==> config.mk <==
export PLATFORM = sky130hd
export DESIGN_NAME = bbif_top
export DESIGN_NICKNAME = d
export VERILOG_FILES = /design/src/hdl/bbif_pkg.sv /design/src/hdl/bbif_flag_if.sv /design/src/hdl/bbif_flag_bank.sv /design/src/hdl/bbif_top.sv
export SDC_FILE = /design/constraint.sdc
export NUM_CORES = 1
export LEC_CHECK = 0
export ABC_CLOCK_PERIOD_IN_PS = 1600
export BUFFER_PORTS_ARGS = -buffer_cell sky130_fd_sc_hd__buf_2
export CAP_MARGIN = 20
export CORE_ASPECT_RATIO = 1.1
export CORE_MARGIN = 3
export CORE_UTILIZATION = 25
export DETAILED_ROUTE_END_ITERATION = 8
export PLACE_DENSITY = 0.56
export SETUP_SLACK_MARGIN = 0.05
export SLEW_MARGIN = 20
export SYNTH_ARGS = -nofsm -noshare
export SYNTH_HDL_FRONTEND = slang
export SYNTH_HIERARCHICAL = 1
export SYNTH_SLANG_ARGS = --single-unit
==> constraint.sdc <==
create_clock -name clk -period 1.6 [get_ports clk]
set_input_delay 0.16 -clock clk [delete_from_list [all_inputs] [get_ports clk]]
set_output_delay 0.16 -clock clk [all_outputs]
set_load 0.03 [all_outputs]
==> src/hdl/bbif_pkg.sv <==
// Functional notes
// - Flag register is 16 bits, read only, resets to 0x0080.
// - Bit 15 sets on special command done, clears after a read.
// - Bit 14 sets when the auxiliary converter sequence ends, clears on read.
// - Burst mode only: bits 13 and 12 flag end of message, clear on read.
// - Bits 11 to 8 flag FIFO overflow or underflow, clear on read.
// - Bit 7 follows the transmit level trigger and is never cleared by reading.
// - Bits 6 to 4 follow the tone and receive level triggers, never cleared by reading.
// - Bit 3 sets on transmit done, clears on read.
// - Burst mode only: bits 2 and 1 flag packet ready, clear on read.
// - Bit 0 sets when a counter nudge completes, clears on read.
// - Enable mask is 16 bits, write only, zero after reset.
// - Mask writes are taken any time and never touch the flags.
// - Host interrupt line is open drain, driven from the enabled flags.
package bbif_pkg;

    // =====================================================================
    // Register map
    localparam int          BBIF_ADDR_W       = 8;
    localparam int          BBIF_DATA_W       = 16;
    localparam logic [7:0]  BBIF_FLAGS_ADDR   = 8'h80;
    localparam logic [7:0]  BBIF_MASK_ADDR    = 8'h81;
    localparam logic [15:0] BBIF_FLAGS_RESET  = 16'h0080;
    localparam logic [15:0] BBIF_MASK_RESET   = 16'h0000;

    // =====================================================================
    // Field positions of the flag register
    localparam int BBIF_SPCL_DONE_BIT   = 15;
    localparam int BBIF_AUX_DONE_BIT    = 14;
    localparam int BBIF_RX2_ALERT_BIT   = 13;
    localparam int BBIF_RX1_ALERT_BIT   = 12;
    localparam int BBIF_TX_ERR_BIT      = 11;
    localparam int BBIF_TONE_ERR_BIT    = 10;
    localparam int BBIF_RX2_ERR_BIT     = 9;
    localparam int BBIF_RX1_ERR_BIT     = 8;
    localparam int BBIF_TX_TRIG_BIT     = 7;
    localparam int BBIF_TONE_TRIG_BIT   = 6;
    localparam int BBIF_RX2_TRIG_BIT    = 5;
    localparam int BBIF_RX1_TRIG_BIT    = 4;
    localparam int BBIF_TX_DONE_BIT     = 3;
    localparam int BBIF_RX2_BURST_BIT   = 2;
    localparam int BBIF_RX1_BURST_BIT   = 1;
    localparam int BBIF_NUDGE_DONE_BIT  = 0;

    // Bits that clear on read; the rest follow their level sources.
    localparam logic [15:0] BBIF_COR_MASK   = 16'hFF0F;
    // Bits that only burst mode may raise.
    localparam logic [15:0] BBIF_BURST_MASK = 16'h3006;

endpackage

==> src/hdl/bbif_flag_if.sv <==
`timescale 1ns/100ps
`default_nettype none

// =========================================================================
// Flag bank carrier: set and clear requests in, flag state back out.
interface bbif_flag_if;
    import bbif_pkg::*;
    logic [BBIF_DATA_W-1:0] set_vec;
    logic [BBIF_DATA_W-1:0] clr_vec;
    logic [BBIF_DATA_W-1:0] level_vec;
    logic [BBIF_DATA_W-1:0] flags;

    modport bank (
        input  set_vec,
        input  clr_vec,
        input  level_vec,
        output flags
    );

    modport ctrl (
        output set_vec,
        output clr_vec,
        output level_vec,
        input  flags
    );
endinterface

`default_nettype wire

==> src/hdl/bbif_flag_bank.sv <==
`timescale 1ns/100ps
`default_nettype none

// =========================================================================
// One flip-flop per flag: sticky bits for events, followers for levels.
module bbif_flag_bank
    import bbif_pkg::*;
(
    input  wire logic   clk,
    input  wire logic   rst,
    bbif_flag_if.bank   fl
);

    logic [BBIF_DATA_W-1:0] flag_r;

    // =====================================================================
    // Per-bit storage.
    // A set in the same cycle as a read clear wins, so no event is lost.
    genvar gi;
    generate
        for (gi = 0; gi < BBIF_DATA_W; gi = gi + 1) begin : g_bit
            if (BBIF_COR_MASK[gi]) begin : g_sticky
                always_ff @(posedge clk) begin
                    if (rst) begin
                        flag_r[gi] <= BBIF_FLAGS_RESET[gi];
                    end else if (fl.set_vec[gi]) begin
                        flag_r[gi] <= 1'b1;
                    end else if (fl.clr_vec[gi]) begin
                        flag_r[gi] <= 1'b0;
                    end
                end
            end else begin : g_level
                // Level bits copy their source each cycle; a read has no effect.
                always_ff @(posedge clk) begin
                    if (rst) begin
                        flag_r[gi] <= BBIF_FLAGS_RESET[gi];
                    end else begin
                        flag_r[gi] <= fl.level_vec[gi];
                    end
                end
            end
        end
    endgenerate

    assign fl.flags = flag_r;

endmodule

`default_nettype wire

==> src/hdl/bbif_top.sv <==
`timescale 1ns/100ps
`default_nettype none

// =========================================================================
// Interrupt flag collection with an enable mask and an open-drain line.
// Registers are reached through the device's register access port, which
// the serial control port decoder drives with one-cycle strobes.
module bbif_top
    import bbif_pkg::*;
(
    input  wire logic                   clk,
    input  wire logic                   rst,
    // Register access port.
    input  wire logic [BBIF_ADDR_W-1:0] reg_addr,
    input  wire logic                   reg_wr,
    input  wire logic                   reg_rd,
    input  wire logic [BBIF_DATA_W-1:0] reg_wdata,
    output logic      [BBIF_DATA_W-1:0] reg_rdata,
    output logic                        reg_rvalid,
    // Mode.
    input  wire logic                   burst_mode,
    // Event pulses from the device's own logic.
    input  wire logic                   spcl_cmd_done,
    input  wire logic                   aux_adc_done,
    input  wire logic                   rx2_state_alert,
    input  wire logic                   rx1_state_alert,
    input  wire logic                   tx_fifo_error,
    input  wire logic                   tone_fifo_error,
    input  wire logic                   rx2_fifo_error,
    input  wire logic                   rx1_fifo_error,
    input  wire logic                   tx_done,
    input  wire logic                   rx2_burst_avail,
    input  wire logic                   rx1_burst_avail,
    input  wire logic                   nudge_done,
    // Level triggers, bit 7 of each channel's status word.
    input  wire logic                   tx_fifo_trigger,
    input  wire logic                   tone_fifo_trigger,
    input  wire logic                   rx2_fifo_trigger,
    input  wire logic                   rx1_fifo_trigger,
    // Open-drain host interrupt line.
    input  wire logic                   host_interrupt_line_i,
    output logic                        host_interrupt_line_o,
    output logic                        host_interrupt_line_oe
);

    // =====================================================================
    // Declarations
    bbif_flag_if fl ();

    logic [BBIF_DATA_W-1:0] mask_r;
    logic [BBIF_DATA_W-1:0] rdata_r;
    logic [BBIF_DATA_W-1:0] rdata_nxt;
    logic                   rvalid_r;
    logic [BBIF_DATA_W-1:0] ev_vec;
    logic [BBIF_DATA_W-1:0] set_vec;
    logic [BBIF_DATA_W-1:0] clr_vec;
    logic [BBIF_DATA_W-1:0] level_vec;
    logic [BBIF_DATA_W-1:0] pending;
    wire                    flag_sel;
    wire                    mask_sel;
    wire                    flag_rd;
    wire                    mask_wr;
    wire                    irq_active;

    // =====================================================================
    // Flag storage
    bbif_flag_bank u_bank (
        .clk (clk),
        .rst (rst),
        .fl  (fl.bank)
    );

    // =====================================================================
    // Address decode.
    // The mask is write only, so a read of it falls into the zero answer.
    assign flag_sel = (reg_addr == BBIF_FLAGS_ADDR);
    assign mask_sel = (reg_addr == BBIF_MASK_ADDR);
    assign flag_rd  = reg_rd && flag_sel;
    assign mask_wr  = reg_wr && mask_sel;

    // =====================================================================
    // Event gathering into flag positions.
    always_comb begin
        ev_vec                      = '0;
        ev_vec[BBIF_SPCL_DONE_BIT]  = spcl_cmd_done;
        ev_vec[BBIF_AUX_DONE_BIT]   = aux_adc_done;
        ev_vec[BBIF_RX2_ALERT_BIT]  = rx2_state_alert;
        ev_vec[BBIF_RX1_ALERT_BIT]  = rx1_state_alert;
        ev_vec[BBIF_TX_ERR_BIT]     = tx_fifo_error;
        ev_vec[BBIF_TONE_ERR_BIT]   = tone_fifo_error;
        ev_vec[BBIF_RX2_ERR_BIT]    = rx2_fifo_error;
        ev_vec[BBIF_RX1_ERR_BIT]    = rx1_fifo_error;
        ev_vec[BBIF_TX_DONE_BIT]    = tx_done;
        ev_vec[BBIF_RX2_BURST_BIT]  = rx2_burst_avail;
        ev_vec[BBIF_RX1_BURST_BIT]  = rx1_burst_avail;
        ev_vec[BBIF_NUDGE_DONE_BIT] = nudge_done;
    end

    // Level sources sit at their own positions; other bits stay zero.
    always_comb begin
        level_vec                     = '0;
        level_vec[BBIF_TX_TRIG_BIT]   = tx_fifo_trigger;
        level_vec[BBIF_TONE_TRIG_BIT] = tone_fifo_trigger;
        level_vec[BBIF_RX2_TRIG_BIT]  = rx2_fifo_trigger;
        level_vec[BBIF_RX1_TRIG_BIT]  = rx1_fifo_trigger;
    end

    // =====================================================================
    // Set and clear requests.
    // Burst-only events are dropped outside burst mode. A read clears only
    // the bits it actually returned as one, so an event that lands during
    // the read stays pending for the next read instead of vanishing.
    assign set_vec = ev_vec & BBIF_COR_MASK
                   & (burst_mode ? {BBIF_DATA_W{1'b1}} : ~BBIF_BURST_MASK);
    assign clr_vec = flag_rd ? (fl.flags & BBIF_COR_MASK) : '0;

    assign fl.set_vec   = set_vec;
    assign fl.clr_vec   = clr_vec;
    assign fl.level_vec = level_vec;

    // =====================================================================
    // Enable mask: any value is accepted at any time, flags untouched.
    always_ff @(posedge clk) begin
        if (rst) begin
            mask_r <= BBIF_MASK_RESET;
        end else if (mask_wr) begin
            mask_r <= reg_wdata;
        end
    end

    // =====================================================================
    // Read answer, one cycle after the strobe.
    // Unmapped addresses and the write-only mask read back as zero.
    assign rdata_nxt = flag_rd ? fl.flags : '0;

    always_ff @(posedge clk) begin
        if (rst) begin
            rdata_r  <= '0;
            rvalid_r <= 1'b0;
        end else begin
            rdata_r  <= reg_rd ? rdata_nxt : rdata_r;
            rvalid_r <= reg_rd;
        end
    end

    assign reg_rdata  = rdata_r;
    assign reg_rvalid = rvalid_r;

    // =====================================================================
    // Interrupt line.
    // The pin only ever drives low; the pull-up outside makes the high.
    // The line input is not needed here since nothing else shares it.
    assign pending                = fl.flags & mask_r;
    assign irq_active             = |pending;
    assign host_interrupt_line_o  = 1'b0;
    assign host_interrupt_line_oe = irq_active;
endmodule

`default_nettype wire

==> results of run 1 <==
-- where the power goes --
part / internal, mW / switching (mW) / leakage (nW) / total, mW
Sequential: 1.25 / 0.0282 / 0.400 / 1.28
Clock: 0.510 / 0.395 / 0.0585 / 0.905
Combinational: 0.0857 / 0.0770 / 0.682 / 0.163
Total: 1.84 / 0.500 / 1.14 / 2.34
-- cell type report --
cell class / count / area share
Clock buffer: 7 / 0.0329
Tap cell: 105 / 0.0500
Sequential cell: 49 / 0.374
Timing Repair Buffer: 73 / 0.157
Multi-Input combinational cell: 127 / 0.358
Inverter: 12 / 0.0171
Clock inverter: 1 / 0.0114
-- sequential cells by signal (all words and copies together), names as in the netlist --
name	cells
reg_rdata	16
reg_rvalid	1
u_bank/fl.flags	16
mask_r	16
-- stage by stage --
| stage | setup TNS [ns] | std cells | power, mW | cell area, um2 |
|---|---|---|---|---|
| floorplan | 0 | 197 | 1.38 | 2020 |
| global placement | -0.136 | 365 | 1.46 | 2480 |
| detailed placement | -0.571 | 365 | 1.47 | 2480 |
| CTS | -0.120 | 374 | 2.37 | 2620 |
| global route | -0.174 | 374 | 2.44 | 2630 |
| finish | -0.0936 | 374 | 2.34 | 2630 |
-- layer usage --
layer,part of all wire,global-route usage
met1,0.48,0.137
met2,0.41,0.152
met5,0,0
met3,0.071,0.0405
met4,0.032,0.0487
-- cell families after synthesis --
family                 share of synthesized area
AND/OR/NAND/NOR                            0.242
other                                    0.00186
buffers and inverters                     0.0564
multiplexers                              0.0794
AO/OA/AOI/OAI                              0.134
flip-flops                                 0.486
-- worst max path at each step --
stage	start	end	slack [ns]	cells after the start
after floorplan	reg_addr[6]	u_bank/fl.flags[12]	0.06	6
after global placement	reg_addr[6]	u_bank/fl.flags[0]	-0.02	7
after detailed placement	reg_addr[6]	u_bank/fl.flags[12]	-0.04	7
after CTS	mask_r[8]	host_interrupt_line_oe	-0.12	5
after global routing	u_bank/fl.flags[8]	host_interrupt_line_oe	-0.17	5
final	u_bank/fl.flags[8]	host_interrupt_line_oe	-0.09	5
-- cells in the final DEF (no fill, tap or decap), types with 4 or more instances in the layout --
cell	synthesis	final
buf_2	0	61
buf_4	1	10
nor2b_1	4	4
a21oi_1	12	12
clkbuf_8	0	6
and2_1	16	16
a22o_1	20	20
mux2i_1	16	16
inv_1	12	12
dfxtp_1	49	48
nand2b_1	45	45
-- timing repair --
item / in CTS / in global routing
pin swaps: 1 / 0
setup endpoints to repair: 1 / 1
resized for setup: 4 / 1
setup buffers: 1 / 0
-- critical path, cell delays in order (launching register included) --
cell and delay (ns):
dfxtp_2 0.34, a22o_1 0.23, a221oi_4 0.24, buf_4 0.16, nand4_1 0.10, buf_6 0.17
==> summary.md, run 1 <==
| Metric | Value |
|---|---|
| Async SR Flop Fraction | `0` |
| CTS Hold Bufs | `0` |
| Most common cell in the netlist | `dfxtp_1` |
| Num CTS Buffers | `5` |
| Synth Flop Type | `dfxtp_1` |
| # rows | `33` |
| Die Y | `100 um` |
| Final antenna-violating net count | `0` |
| Filler Cell Count | `806` |
| DRC | `0` |
| Worst Path Required | `1.44 ns` |
| Initial Utilization | `0.264` |
| Tmin final | `1.69 ns` |
| Drt wl/cell | `12.5 um` |
| 1st-iter DRT viols | `66` |
| Post-synth cell types | `23` |
| Crit end category | `primary output` |
| Final worst-path cycle share | `1.06` |
| Worst Hold Path Cells | `2` |
| Area share of the largest cell type after synthesis | `0.486` |
| Pwr dens | `892 nW/um2` |
| Finish-stage setup viols | `1` |
| Unrepaired setup endpoints after global routing | `yes` |
| VDD IR max | `0.000331 V` |
| Dpl ws | `-0.0418 ns` |
| Worst Path Arrival | `1.53 ns` |
| H-tree depth | `2` |
| Total Wirelength | `4680 um` |
| Post-DP HPWL | `3590 um` |
| R2R setup slack | `0.68 ns` |
| Clock Path Buffers | `2` |
| Crit Reg-Reg Startpoint | `u_bank/fl.flags[8]` |
| Cells after Synth | `197` |
| CTS tree | `done` |
| CTS clk-pin slew, worst paths | `0.09 ns` |
| Die area | `9190 um2` |
| Routed vias/inst | `4.16` |
| Routability cong. | `0.794` |
| Die X | `91.7 um` |
| Top cells by area, synth | `dfxtp_1 (49%), nand2b_1 (14%), a22o_1 (8.7%), mux2i_1 (7.9%), and2_1 (5.0%)` |
| PortBufs | `62` |
| Fmax | `590 MHz` |
| Syn Area/Cell | `10.2 um2` |
| Layout Skew | `0.00541 ns` |
| Footprint of the multi-input gates | `941 um2` |
| R2r worst-path depth | `4` |
| Max_cap viols | `0` |
| Final layout net count | `314` |
| Final Hold Viols | `0` |
| Syn_nets | `243` |
| Largest net degree at the start of global routing | `33` |
| Dominant cell type by area after synthesis | `dfxtp_1` |
| GRT Resource Usage Total | `0.105` |
| EDFF count, synth | `0` |
| Worst Setup Slack, final | `-0.0936 ns` |
| Worst Setup Start Kind | `flop` |
| Worst Path Max Fanout | `2` |
| Hold Path End | `u_bank/fl.flags[7]` |
| Cell Area, Synth | `2020 um2` |
| Hold path start | `tx_fifo_trigger` |
| First drt pass iteration count | `4` |
| IO Count | `65` |
| Reg area | `982 um2` |
| Layout cells sized above 1 | `0.316` |
| Diode count | `0` |
| Reg2reg end | `u_bank/fl.flags[8]` |
| Synth top cells by count | `dfxtp_1 (49), nand2b_1 (45), a22o_1 (20)` |
| Total global routing overflow | `0` |
| Via Count | `1555` |
| Flops & latches, synth | `49` |
| Clk sinks | `49` |
| Core Region | `7640 um2` |
| Vias in the first global route | `1522` |
| Critical path type | `reg -> out` |
| Count of pins over their slew limit | `0` |
| Initial antenna violation count | `0` |
| Status | `finished with violations` |
| Register area share after synthesis | `0.486` |
| First-pass GRT wire length | `7550 um` |
| Worst skew pair latency | `0.30 ns` |
| Synth-to-Final Area Change | `30.2%` |
| Worst hold margin | `0.0363 ns` |
| Synth warn | `6` |
| Root Buffer Master | `clkbuf_8` |
| Failing checks | `setup timing` |
| Worst min-delay path category | `in -> reg` |
| Finished Core Util | `0.344` |
| Pleak | `1.14 nW` |
No activity file was read; power rests on OpenSTA's default activity.
==> run 2, diff against run 1 <==
BUFFER_PORTS_ARGS = default   (was -buffer_cell sky130_fd_sc_hd__buf_2)
DONT_BUFFER_PORTS = 1   (was default)
PLACE_DENSITY = 0.49   (was 0.56)
==> summary.md, run 2 (same netlist as run 1, synthesis figures left out) <==
| Metric | Value |
|---|---|
| Status | `finished with violations` |
| Failing checks | `setup timing` |
| Largest delay share family, worst path | `compound AO/OA/AOI/OAI gates` |
| Critical Path End | `host_interrupt_line_oe` |
| Initial Utilization | `0.264` |
| Layout Skew | `0.00556 ns` |
| Worst Path Buf+Inv | `2` |
| Worst Path Arrival | `1.53 ns` |
| Final Hold Viols | `0` |
| Largest net degree at the start of global routing | `36` |
| Core Region | `7640 um2` |
| Initial antenna violation count | `0` |
| Relative slew slack | `0.532` |
| Die X | `91.7 um` |
| Worst hold margin | `0.00632 ns` |
| Worst Path Required | `1.44 ns` |
| Layout Cells excl Fill | `335` |
| VDD IR max | `0.000349 V` |
| Cells after DPL | `302` |
| Cell Chain, Critical Path | `a22o_1 > a221oi_2 > buf_4 > nand4_1 > buf_6` |
| Worst skew pair latency | `0.30 ns` |
| Drt wl/cell | `14.4 um` |
| Worst Path Max Fanout | `4` |
| Count of pins over their slew limit | `0` |
| Final antenna-violating net count | `0` |
| Crit-path slowest cell | `dfxtp_2` |
| Crit Reg-Reg Startpoint | `u_bank/fl.flags[3]` |
| Fmax | `591 MHz` |
| Total global routing overflow | `0` |
| Clk sinks | `49` |
| Crit end category | `primary output` |
| Dpl ws | `0.0132 ns` |
| Vias in the first global route | `1483` |
| H-tree depth | `2` |
| Synth-to-Final Area Change | `26.7%` |
| Clock Path Buffers | `2` |
| PortBufs | `0` |
| DRC | `0` |
| Final layout net count | `275` |
| Pwr dens | `914 nW/um2` |
| Critical path launch point | `u_bank/fl.flags[8]` |
| Unrepaired setup endpoints after global routing | `yes` |
| Most frequent cells in the layout | `dfxtp_1 (47), nand2b_1 (45), dlygate4sd3_1 (24), a22o_1 (20)` |
| R2R setup slack | `0.75 ns` |
| Total Wirelength | `4820 um` |
| Worst Setup Slack, final | `-0.0920 ns` |
| R2r worst-path depth | `3` |
| First drt pass iteration count | `4` |
| Diode count | `0` |
| Reg2reg end | `u_bank/fl.flags[3]` |
| Routed vias/inst | `4.16` |
| Critical path type | `reg -> out` |
| Tmin final | `1.69 ns` |
| Worst Setup Start Kind | `flop` |
| Worst Tran Pin Value | `0.700 ns` |
| Final worst-path cycle share | `1.06` |
| Post-DP HPWL | `3390 um` |
| Root Buffer Master | `clkbuf_8` |
| Max_cap viols | `0` |
| Routability cong. | `0.749` |
| 1st-iter DRT viols | `55` |
| Crit-path max cell delay | `0.35 ns` |
| IO Count | `65` |
| CTS clk-pin slew, worst paths | `0.09 ns` |
| GRT Resource Usage Total | `0.113` |
| First-pass GRT wire length | `7940 um` |
| # rows | `33` |
| Pleak | `0.970 nW` |
| Most common cell after layout, fill and taps aside | `dfxtp_1` |
| Levels on crit path | `5` |
| Num CTS Buffers | `5` |
| Die area | `9190 um2` |
| Worst min-delay path category | `in -> reg` |
| Finish-stage setup viols | `1` |
| CTS tree | `done` |
| Layout cells sized above 1 | `0.104` |
| Design Power | `2.34 mW` |
| Die Y | `100 um` |
| Via Count | `1394` |
[run 2: worst min path at each step]
| stage | from | slack, ns | endpoint | cells after the start |
|---|---|---|---|---|
| global placement | rst | 0.23 | u_bank/fl.flags[15] | 1 |
| CTS | reg_wdata[9] | 0.002 | mask_r[9] | 2 |
| detailed placement | rst | 0.24 | u_bank/fl.flags[5] | 1 |
| finish | reg_wdata[5] | 0.006 | mask_r[5] | 2 |
| floorplan | rst | 0.23 | u_bank/fl.flags[11] | 1 |
| global route | reg_wdata[5] | 0.006 | mask_r[5] | 2 |
[run 2: metrics by stage]
step,area (um2),TNS (ns),utilization
6_report,2560,-0.0920,0.335
5_1_grt,2560,-0.205,0.335
4_1_cts,2560,-0.134,0.335
3_5_place_dp,2170,0,0.285
3_3_place_gp,2170,0,0.285
2_1_floorplan,2020,0,-
[run 2: worst reg2reg max path: stages, from the launching register on]
cell and delay (ns):
dfxtp_1 0.42, and2_1 0.14, nand2b_1 0.09, a21oi_1 0.06
[run 2: area by class of cell]
cell class                 instances  area (um2)
fill                             798        5080
sequential                        49         983
multi-input combinational        127         936
timing repair buffer              34         344
tap                              105         131
clock buffer                       7        86.3
inverter                          12        45.0
clock inverter                     1        30.0
[run 2: per-layer routing]
layer	part of all wire	routed length, um	track usage
met5	0	0	0
met4	0.035	169	0.0626
met3	0.060	290	0.0367
met2	0.42	2040	0.167
met1	0.48	2320	0.145
[run 2: what timing repair did]
action / in CTS / in global routing
pin swaps: 2 / 0
gates cloned: 0 / 0
buffers inserted: 1 / 0
hold buffers: 24 / 0
resized for setup: 5 / 0
hold endpoints to repair: 27 / 0
endpoints found under the setup margin: 1 / 1
[run 2: power by group]
group,internal [mW],switching [mW]
clock network,0.510,0.407
registers,1.25,0.0316
logic,0.0829,0.0567
total,1.84,0.495
